==> config.mk <==
export PLATFORM = sky130hd
export DESIGN_NAME = smp_port
export DESIGN_NICKNAME = d
export VERILOG_FILES = /design/src/smp_pkg.sv /design/src/smp_sync.sv /design/src/smp_port.sv
export SDC_FILE = /design/constraint.sdc
export NUM_CORES = 1
export LEC_CHECK = 0
export BUFFER_PORTS_ARGS = -buffer_cell sky130_fd_sc_hd__buf_2
export CORE_AREA = 2 2 92 111
export DETAILED_ROUTE_END_ITERATION = 10
export DIE_AREA = 0 0 94 113
export PLACE_DENSITY = 0.85
export SLEW_MARGIN = 0
export SYNTH_ARGS = -nofsm -noshare
export SYNTH_HDL_FRONTEND = slang
export SYNTH_SLANG_ARGS = --single-unit
==> constraint.sdc <==
create_clock -name pclk -period 4.6 [get_ports pclk]
set_input_delay 0 -clock pclk [delete_from_list [all_inputs] [get_ports pclk]]
set_output_delay 0 -clock pclk [all_outputs]
set_load 0.02 [all_outputs]
==> src/smp_pkg.sv <==
// Purpose: Shared constants and types of the serial peripheral port.
// Assumes: APB byte addresses, 32-bit data, one aligned word per register.
// Notes:   Field positions are bit indices into control and status words.
`default_nettype none

package smp_pkg;

  // ==========================================================
  // Register map
  localparam logic [31:0] ADDR_STATUS  = 32'hFFFF0A00;
  localparam logic [31:0] ADDR_RXDATA  = 32'hFFFF0A04;
  localparam logic [31:0] ADDR_TXDATA  = 32'hFFFF0A08;
  localparam logic [31:0] ADDR_DIVIDER = 32'hFFFF0A0C;
  localparam logic [31:0] ADDR_CONTROL = 32'hFFFF0A10;

  // ==========================================================
  // Reset values and masks
  localparam logic [7:0]  DATA_RST   = 8'h00;
  localparam logic [7:0]  DIV_RST    = 8'h1B;
  localparam logic [15:0] CTRL_RST   = 16'h0000;
  localparam logic [15:0] CTRL_WMASK = 16'h1FEF;

  // ==========================================================
  // Control bit positions
  localparam int C_EN     = 0;
  localparam int C_MST    = 1;
  localparam int C_CPHA   = 2;
  localparam int C_CPOL   = 3;
  localparam int C_LSB    = 5;
  localparam int C_TXMODE = 6;
  localparam int C_UNFZ   = 7;
  localparam int C_OVWR   = 8;
  localparam int C_CSEN   = 9;
  localparam int C_SOEN   = 10;
  localparam int C_LOOP   = 11;
  localparam int C_CONT   = 12;

  // ==========================================================
  // Status bit positions
  localparam int S_TXF   = 0;
  localparam int S_TXIRQ = 1;
  localparam int S_TXUNF = 2;
  localparam int S_RXF   = 3;
  localparam int S_RXIRQ = 4;
  localparam int S_RXOVF = 5;

  // ==========================================================
  // Timing counts
  localparam logic [3:0] HALF_LAST  = 4'hF;  // 16 half bits per byte
  localparam logic [3:0] STALL_LAST = 4'h1;  // 2 idle half bits
  localparam logic [3:0] BIT_LAST   = 4'h7;  // eighth sample ends a byte

  typedef enum logic [1:0] {SMP_IDLE, SMP_XFER, SMP_STALL} smp_state_t;

endpackage

`default_nettype wire

==> src/smp_sync.sv <==
// Purpose: Two-flop synchroniser bank for the serial pins.
// Assumes: Inputs are asynchronous to clk.
// Notes:   Only the second flop of each bit is visible outside.
`timescale 1ns/1ns
`default_nettype none

module smp_sync
  import smp_pkg::*;
#(
  parameter int unsigned   W   = 1,
  parameter logic [W-1:0]  RST = '0
) (
  input  wire logic          clk,
  input  wire logic          rst_n,
  input  wire logic [W-1:0]  d,
  output var  logic [W-1:0]  q
);

  logic [W-1:0] meta;

  // ==========================================================
  // One two-stage chain per bit
  genvar i;
  generate
    for (i = 0; i < W; i++) begin : g_bit
      always_ff @(posedge clk or negedge rst_n) begin
        if (!rst_n) begin
          meta[i] <= RST[i];
          q[i]    <= RST[i];
        end else begin
          meta[i] <= d[i];
          q[i]    <= meta[i];
        end
      end
    end
  endgenerate

endmodule // smp_sync

`default_nettype wire

==> src/smp_port.sv <==
// Purpose: Full-duplex 8-bit serial port, master or slave, on APB.
// Assumes: pclk is the undivided core clock; serial pins are asynchronous.
// Notes:   Slave clock must stay below pclk/4; zero-wait APB access.
`timescale 1ns/1ns
`default_nettype none

module smp_port
  import smp_pkg::*;
(
  input  wire logic         pclk,
  input  wire logic         presetn,
  input  wire logic         psel,
  input  wire logic         penable,
  input  wire logic         pwrite,
  input  wire logic [31:0]  paddr,
  input  wire logic [31:0]  pwdata,
  output var  logic [31:0]  prdata,
  output logic              pready,
  output var  logic         pslverr,
  input  wire logic         sclk_in,
  output logic              sclk_out,
  output logic              sclk_oe,
  input  wire logic         mosi_in,
  output logic              mosi_out,
  output logic              mosi_oe,
  input  wire logic         miso_in,
  output logic              miso_out,
  output logic              miso_oe,
  input  wire logic         cs_n_in,
  output logic              cs_n_out,
  output logic              cs_n_oe,
  output logic              irq
);

  // ==========================================================
  // State
  logic [15:0] ctrl;
  logic [7:0]  div;
  logic [7:0]  tx_data;
  logic [7:0]  last_tx;
  logic [7:0]  rx_data;
  logic [7:0]  sh;
  logic [7:0]  rx_sh;
  logic [7:0]  cnt;
  logic [3:0]  hc;
  logic [3:0]  bit_cnt;
  logic        tx_full;
  logic        tx_unf;
  logic        rx_full;
  logic        rx_ovf;
  logic        rd_pend;
  logic        sclk_d;
  logic        cs_d;
  smp_state_t  st;

  // ==========================================================
  // Pin synchronisers
  logic cs_s;
  logic sclk_s;
  logic mosi_s;
  logic miso_s;

  smp_sync #(.W(4), .RST(4'h8)) u_sync (
    .clk   (pclk),
    .rst_n (presetn),
    .d     ({cs_n_in, sclk_in, mosi_in, miso_in}),
    .q     ({cs_s, sclk_s, mosi_s, miso_s})
  );

  // ==========================================================
  // APB decode
  wire setup   = psel & ~penable;
  wire acc     = psel & penable;
  wire hit_sta = (paddr == ADDR_STATUS);
  wire hit_rxd = (paddr == ADDR_RXDATA);
  wire hit_txd = (paddr == ADDR_TXDATA);
  wire hit_div = (paddr == ADDR_DIVIDER);
  wire hit_ctl = (paddr == ADDR_CONTROL);
  wire mapped  = hit_sta | hit_rxd | hit_txd | hit_div | hit_ctl;
  wire wr_tx   = acc & pwrite & hit_txd;
  wire wr_div  = acc & pwrite & hit_div;
  wire wr_ctl  = acc & pwrite & hit_ctl;
  wire rd_rx   = acc & ~pwrite & hit_rxd;

  // Zero-wait answer in the access phase
  assign pready = acc;

  // ==========================================================
  // Mode decode
  wire en    = ctrl[C_EN];
  wire mst   = en & ctrl[C_MST];
  wire slv   = en & ~ctrl[C_MST];
  wire cpha  = ctrl[C_CPHA];
  wire cpol  = ctrl[C_CPOL];
  wire lsb   = ctrl[C_LSB];
  wire txmd  = ctrl[C_TXMODE];
  wire cont  = ctrl[C_CONT];
  wire xfer  = (st == SMP_XFER);

  // ==========================================================
  // Status flags
  // transmit interrupt flag
  wire tx_irq = en & (~tx_full | tx_unf);
  wire rx_irq = rx_full | rx_ovf;
  logic [7:0] status;

  always_comb begin
    status          = DATA_RST;
    status[S_TXF]   = tx_full;
    status[S_TXIRQ] = tx_irq;
    status[S_TXUNF] = tx_unf;
    status[S_RXF]   = rx_full;
    status[S_RXIRQ] = rx_irq;
    status[S_RXOVF] = rx_ovf;
  end

  // one flag chosen by transfer mode
  assign irq = txmd ? tx_irq : rx_irq;

  // Read data selection; transmit data reads zero
  wire [31:0] rd_mux = hit_sta ? {24'h000000, status}  :
                       hit_rxd ? {24'h000000, rx_data} :
                       hit_div ? {24'h000000, div}     :
                       hit_ctl ? {16'h0000, ctrl}      : 32'h00000000;

  // ==========================================================
  // Master bit timing
  // half bit lasts div+1 cycles
  wire tick     = (cnt == div);
  wire m_go     = mst & (st == SMP_IDLE) & (txmd ? tx_full : rd_pend);
  wire m_sample = xfer & tick & ~hc[0];
  wire m_done   = xfer & tick & (hc == HALF_LAST);
  wire m_shift  = xfer & tick & hc[0] & ~m_done;
  // continuous transfer reloads without releasing select
  wire m_again  = m_done & cont & tx_full;

  // ==========================================================
  // Slave edge detection
  // slave active while select is low
  wire s_act   = slv & ~cs_s;
  wire s_start = s_act & cs_d;
  wire s_edge  = s_act & (sclk_s != sclk_d);
  wire s_lead  = s_edge & (sclk_s != cpol);
  wire s_trail = s_edge & (sclk_s == cpol);
  // sample and drive on opposite edges
  wire s_sample = cpha ? s_trail : s_lead;
  wire s_shift  = (cpha ? s_lead : s_trail) & (bit_cnt != 4'h0);

  // ==========================================================
  // Shared shifter
  wire sample    = m_sample | s_sample;
  wire shift     = m_shift | s_shift;
  wire byte_done = sample & (bit_cnt == BIT_LAST);
  wire load      = m_go | m_again | s_start | (s_act & byte_done);
  // loopback ties master input to output
  wire ser_in    = mst ? (ctrl[C_LOOP] ? mosi_out : miso_s) : mosi_s;
  wire ser_out   = lsb ? sh[0] : sh[7];
  wire [7:0] rx_byte = lsb ? {ser_in, rx_sh[7:1]} : {rx_sh[6:0], ser_in};
  wire [7:0] next_tx_byte = tx_full ? tx_data :
                            (ctrl[C_UNFZ] ? DATA_RST : last_tx);
  wire [7:0] next_sh = lsb ? {1'b0, sh[7:1]} : {sh[6:0], 1'b0};
  // overflow keeps or drops the new byte
  wire rx_take = ~rx_full | rd_rx | ctrl[C_OVWR];

  // ==========================================================
  // Flag next values; a set wins over a same-cycle clear
  // full on write, cleared when taken
  wire next_tx_full = wr_tx | (tx_full & ~load);
  // underflow on empty load, cleared by write
  wire next_tx_unf  = (load & ~tx_full) | (tx_unf & ~wr_tx);
  wire next_rx_full = byte_done | (rx_full & ~rd_rx);
  wire next_rx_ovf  = (byte_done & rx_full & ~rd_rx) | (rx_ovf & ~rd_rx);

  // ==========================================================
  // Pin drive
  // idle level; phase picks active half
  assign sclk_out = cpol ^ (xfer & (hc[0] ^ cpha));
  assign sclk_oe  = mst;
  assign mosi_out = ser_out;
  assign mosi_oe  = mst;
  assign miso_out = ser_out;
  assign miso_oe  = s_act & ctrl[C_SOEN];
  assign cs_n_out = ~xfer;
  assign cs_n_oe  = mst & ctrl[C_CSEN];

  // ==========================================================
  // APB registers
  always_ff @(posedge pclk or negedge presetn) begin
    if (!presetn) begin
      prdata  <= 32'h00000000;
      pslverr <= 1'b0;
    end else if (setup) begin
      prdata  <= rd_mux;
      pslverr <= ~mapped;
    end
  end

  always_ff @(posedge pclk or negedge presetn) begin
    if (!presetn) begin
      ctrl <= CTRL_RST;
      div  <= DIV_RST;
    end else begin
      if (wr_ctl) ctrl <= pwdata[15:0] & CTRL_WMASK;
      if (wr_div) div  <= pwdata[7:0];
    end
  end

  always_ff @(posedge pclk or negedge presetn) begin
    if (!presetn) begin
      tx_data <= DATA_RST;
      rx_data <= DATA_RST;
    end else begin
      if (wr_tx) tx_data <= pwdata[7:0];
      if (byte_done && rx_take) rx_data <= rx_byte;
    end
  end

  // Status flags
  always_ff @(posedge pclk or negedge presetn) begin
    if (!presetn) begin
      tx_full <= 1'b0;
      tx_unf  <= 1'b0;
      rx_full <= 1'b0;
      rx_ovf  <= 1'b0;
    end else begin
      tx_full <= next_tx_full;
      tx_unf  <= next_tx_unf;
      rx_full <= next_rx_full;
      rx_ovf  <= next_rx_ovf;
    end
  end

  // receive read requests a master transfer
  always_ff @(posedge pclk or negedge presetn) begin
    if (!presetn) rd_pend <= 1'b0;
    else          rd_pend <= (rd_rx & mst & ~txmd) | (rd_pend & ~m_go & mst);
  end

  // ==========================================================
  // Master sequencer
  always_ff @(posedge pclk or negedge presetn) begin
    if (!presetn) begin
      st  <= SMP_IDLE;
      hc  <= 4'h0;
      cnt <= 8'h00;
    end else if (!mst) begin
      st  <= SMP_IDLE;
      hc  <= 4'h0;
      cnt <= 8'h00;
    end else begin
      cnt <= (st == SMP_IDLE || tick) ? 8'h00 : cnt + 8'h01;
      case (st)
        SMP_IDLE: begin
          hc <= 4'h0;
          if (m_go) st <= SMP_XFER;
        end
        SMP_XFER: begin
          if (m_done) begin
            hc <= 4'h0;
            if (!m_again) st <= SMP_STALL;
          end else if (tick) begin
            hc <= hc + 4'h1;
          end
        end
        SMP_STALL: begin
          if (tick) begin
            hc <= hc + 4'h1;
            if (hc == STALL_LAST) st <= SMP_IDLE;
          end
        end
        default: st <= SMP_IDLE;
      endcase
    end
  end

  // ==========================================================
  // Shift registers and bit count
  always_ff @(posedge pclk or negedge presetn) begin
    if (!presetn) begin
      sh      <= DATA_RST;
      last_tx <= DATA_RST;
      rx_sh   <= DATA_RST;
      bit_cnt <= 4'h0;
    end else begin
      if (load) begin
        sh      <= next_tx_byte;
        last_tx <= next_tx_byte;
      end else if (shift) begin
        sh <= next_sh;
      end
      if (sample) rx_sh <= rx_byte;
      if (load || byte_done || !(xfer || s_act)) bit_cnt <= 4'h0;
      else if (sample)                          bit_cnt <= bit_cnt + 4'h1;
    end
  end

  // Slave edge history
  always_ff @(posedge pclk or negedge presetn) begin
    if (!presetn) begin
      sclk_d <= 1'b0;
      cs_d   <= 1'b1;
    end else begin
      sclk_d <= sclk_s;
      cs_d   <= cs_s | ~slv;
    end
  end
endmodule // smp_port

`default_nettype wire

==> run summary <==
Largest family of logic cells by synthesized area: multiplexers
CTS tree: done
Setup violators final: 0
Layout Cells excl Fill: 720
Outcome: complete, no violations
Minimum clock period: 3090 ps
Placed cells: 686
Worst Hold Path EP: rx_ovf
Ys Warns: 0
Synth Flop Type: dfrtp_1
Max_slew headroom: 0.366
Die height: 113 um
Leakage power: 0.00309 uW
Final Hold Violating Endpoints: 0
Wire per inst: 18.2 um
Horiz. Die Dim: 94 um
First-pass DRT Iterations: 5
RR Startpoint: div[4]
First-pass GRT wire length: 21.3 mm
CTS buffer count: 9
Avg Synthesized Cell Area: 10.9 um^2
DR DRC count: 0
Core area: 9520 um^2
Initial core utilization: 0.578
RePlAce Congestion: 0.871
Hold path depth: 3
Number of flops mapped to enable cells by yosys: 0
Nets: 674
Least-Margin Pin Slew: 949 ps
I/O pins: 116
Power per cell area: 287 nW/um^2
Post-synthesis compound-gate area fraction: 0.0971
Total chip power: 1820 uW
Worst reg2reg endpoint: rx_data[4]
Yosys reg bits: 107
M3 GR Usage: 0.0353
Internal power: 1410 uW
Vias in the first global route: 4300
Combinational Power Share: 0.063
Min-delay worst type: input port to flop
Mux cell area share after synthesis: 0.171
Flop pwr share: 0.525
Slew Limit Fails: 0
Max FO, Critical Path: 15
Area growth syn-to-layout: 15.4%
H-tree levels: 3
Crit. End Element: flop
RSZ-0062 raised after global routing: no
Synth cell types: 58
Port bufs: 77
GR Util met1: 0.333
Routed Wire Length: 13.1 mm
Clk pin slew, worst setup/hold paths: 70 ps
# rows: 39
Clock Path Buffers: 2
XOR/XNOR share of the synthesized area: 0.0286
Clk pwr share: 0.412
Fmax: 324 MHz
Net Sw Power: 409 uW
Util after Layout: 0.668
Worst hold start: pwrite
GRT Max-Usage Layer: met2
CTS resizes: 0
Root Buffer: clkbuf_16
Ant. Diodes: 0
Mapped Area: 5500 um^2
Setup CP Type: flop to flop
Largest net degree at the start of global routing: 71
Post-CTS Setup Inserts: 0
Share of cells above drive strength 1: 0.307
DP HPWL: 9.20 mm
Total Routing Usage GR: 0.260
CTS Sinks: 107
Asr flop ratio synth: 1.00
Max cap viols: 0
DR iter-0 viols: 411
Clock skew: 14.4 ps
Met2 usage: 0.439
Worst-case reg-to-reg path depth: 6
Worst vdd ir: 0.193 mV
Final ANT Viol Nets: 0
Post-Synth Adder-Cell Area: 0.0205
Clock latency on the worst-skew pair: 350 ps
CP Data Required Time: 4830 ps
Synth Area in Simple Gates: 0.138
Initial antenna violation count: 0
Setup TNS: 0 ps
Worst hold margin: 78.6 ps
Vias/cell: 5.80
CP arrival: 3320 ps
Flop2flop setup slack: 1510 ps
Tcrit/Tclk final: 0.672
Via count: 4174
Switch share: 0.224
Syn Inst Count: 506
Die ar.: 10600 um^2
Post-synthesis sequential area ratio: 0.488
Grt ovf: 0
Crit path launch type: flop
stage by stage:
step / area [um^2] / setup WS, ps
finish: 6350 / 1510
global route: 6350 / 1340
CTS: 6350 / 1550
detailed placement: 5890 / 1580
global placement: 5890 / 1700
floorplan: 5570 / 2440
power groups by stage:
stage | Sequential (uW) | Clock [uW] | Combinational [uW]
2_1_floorplan | 978 | 0 | 51.3
3_3_place_gp | 973 | 0 | 100
3_5_place_dp | 973 | 0 | 102
4_1_cts | 956 | 755 | 115
5_1_grt | 956 | 788 | 128
6_report | 956 | 751 | 115
layer usage:
layer | part of all wire | vias up
met2 | 0.51 | 195
met1 | 0.41 | 2014
li1 | - | 1931
met4 | 0.034 | 0
met3 | 0.053 | 34
met5 | 0 | -
worst max-delay path by stage:
| stage | start | end | slack (ps) | cells past startpoint |
|---|---|---|---|---|
| after floorplan | ctrl[3] | sh[1] | 2440 | 7 |
| after global placement | div[4] | rx_data[6] | 1700 | 6 |
| after detailed placement | div[4] | rx_data[4] | 1580 | 6 |
| after CTS | div[4] | rx_data[4] | 1550 | 6 |
| after global routing | div[0] | rx_data[2] | 1340 | 6 |
| final | div[4] | rx_data[4] | 1510 | 6 |
logic make-up (layout without fill, tap and decap cells):
group	after synthesis	in the layout
flip-flops	107	107
other	1	19
adder cells (fa/ha/maj)	9	9
AO/OA/AOI/OAI	74	74
multiplexers	85	85
AND/OR/NAND/NOR	154	154
buffers and inverters	58	131
XOR/XNOR	18	18
Yosys cell counts (3+ instances only):
library cell / n / share of area
mux2i_1: 11 / 0.020
nor3b_1: 3 / 0.0041
clkbuf_1: 14 / 0.0095
a32o_1: 3 / 0.0055
dfrtp_1: 100 / 0.45
a21oi_1: 14 / 0.013
nor2b_1: 4 / 0.0045
dfstp_2: 7 / 0.033
o22ai_1: 5 / 0.0057
o21bai_1: 3 / 0.0041
nand3_1: 19 / 0.017
or3_1: 3 / 0.0034
nor3_1: 6 / 0.0055
nand4_1: 7 / 0.0080
buf_2: 5 / 0.0045
a221oi_1: 4 / 0.0064
xnor2_1: 12 / 0.019
inv_1: 17 / 0.012
and3_1: 5 / 0.0057
nand2_1: 48 / 0.033
nand2b_1: 6 / 0.0068
a22o_1: 7 / 0.011
nor4_1: 5 / 0.0057
xor2_1: 6 / 0.0095
buf_4: 21 / 0.029
ha_1: 9 / 0.020
and2_1: 4 / 0.0045
mux2_2: 74 / 0.15
o21ai_0: 15 / 0.014
nor2_1: 32 / 0.022
repair_timing:
| action | in CTS | in global routing |
|---|---|---|
| endpoints found under the setup margin | 0 | 0 |
| hold buffers | 18 | 0 |
| endpoints found under the hold margin | 69 | 0 |
final cells by class:
cell class                 count  area (um^2)
multi-input combinational    359         2580
sequential                   107         2690
tap                          123          154
clock buffer                  13          240
timing repair buffer          97          583
inverter                      18         67.6
clock inverter                 3         40.0
fill                         699         3160
state kept, by name, indices dropped and copies added (netlist names), 2 cells and up:
| name | count |
|---|---|
| prdata | 13 |
| ctrl | 12 |
| cnt | 8 |
| div | 8 |
| last_tx | 8 |
| rx_data | 8 |
| rx_sh | 8 |
| sh | 8 |
| tx_data | 8 |
| bit_cnt | 4 |
| hc | 4 |
| u_sync.meta | 4 |
| u_sync.q | 4 |
| st | 2 |
cells in the final DEF (no fill, tap or decap), drive strengths merged, types with 18 or more instances in the layout:
| cell type | n |
|---|---|
| dfrtp | 100 |
| nand3 | 19 |
| conb | 19 |
| inv | 18 |
| buf | 79 |
| nand2 | 48 |
| mux2 | 74 |
| dlygate4sd3 | 18 |
| nor2 | 35 |
worst max-delay path, cell delays in order, from the launching register on:
cell and delay, ps:
dfstp_2 560, xnor2_1 130, nand4_1 170, nor2_1 760
a21oi_2 340, a311oi_4 590, mux2_2 410
Note: power is estimated with default switching activity, not from simulation.
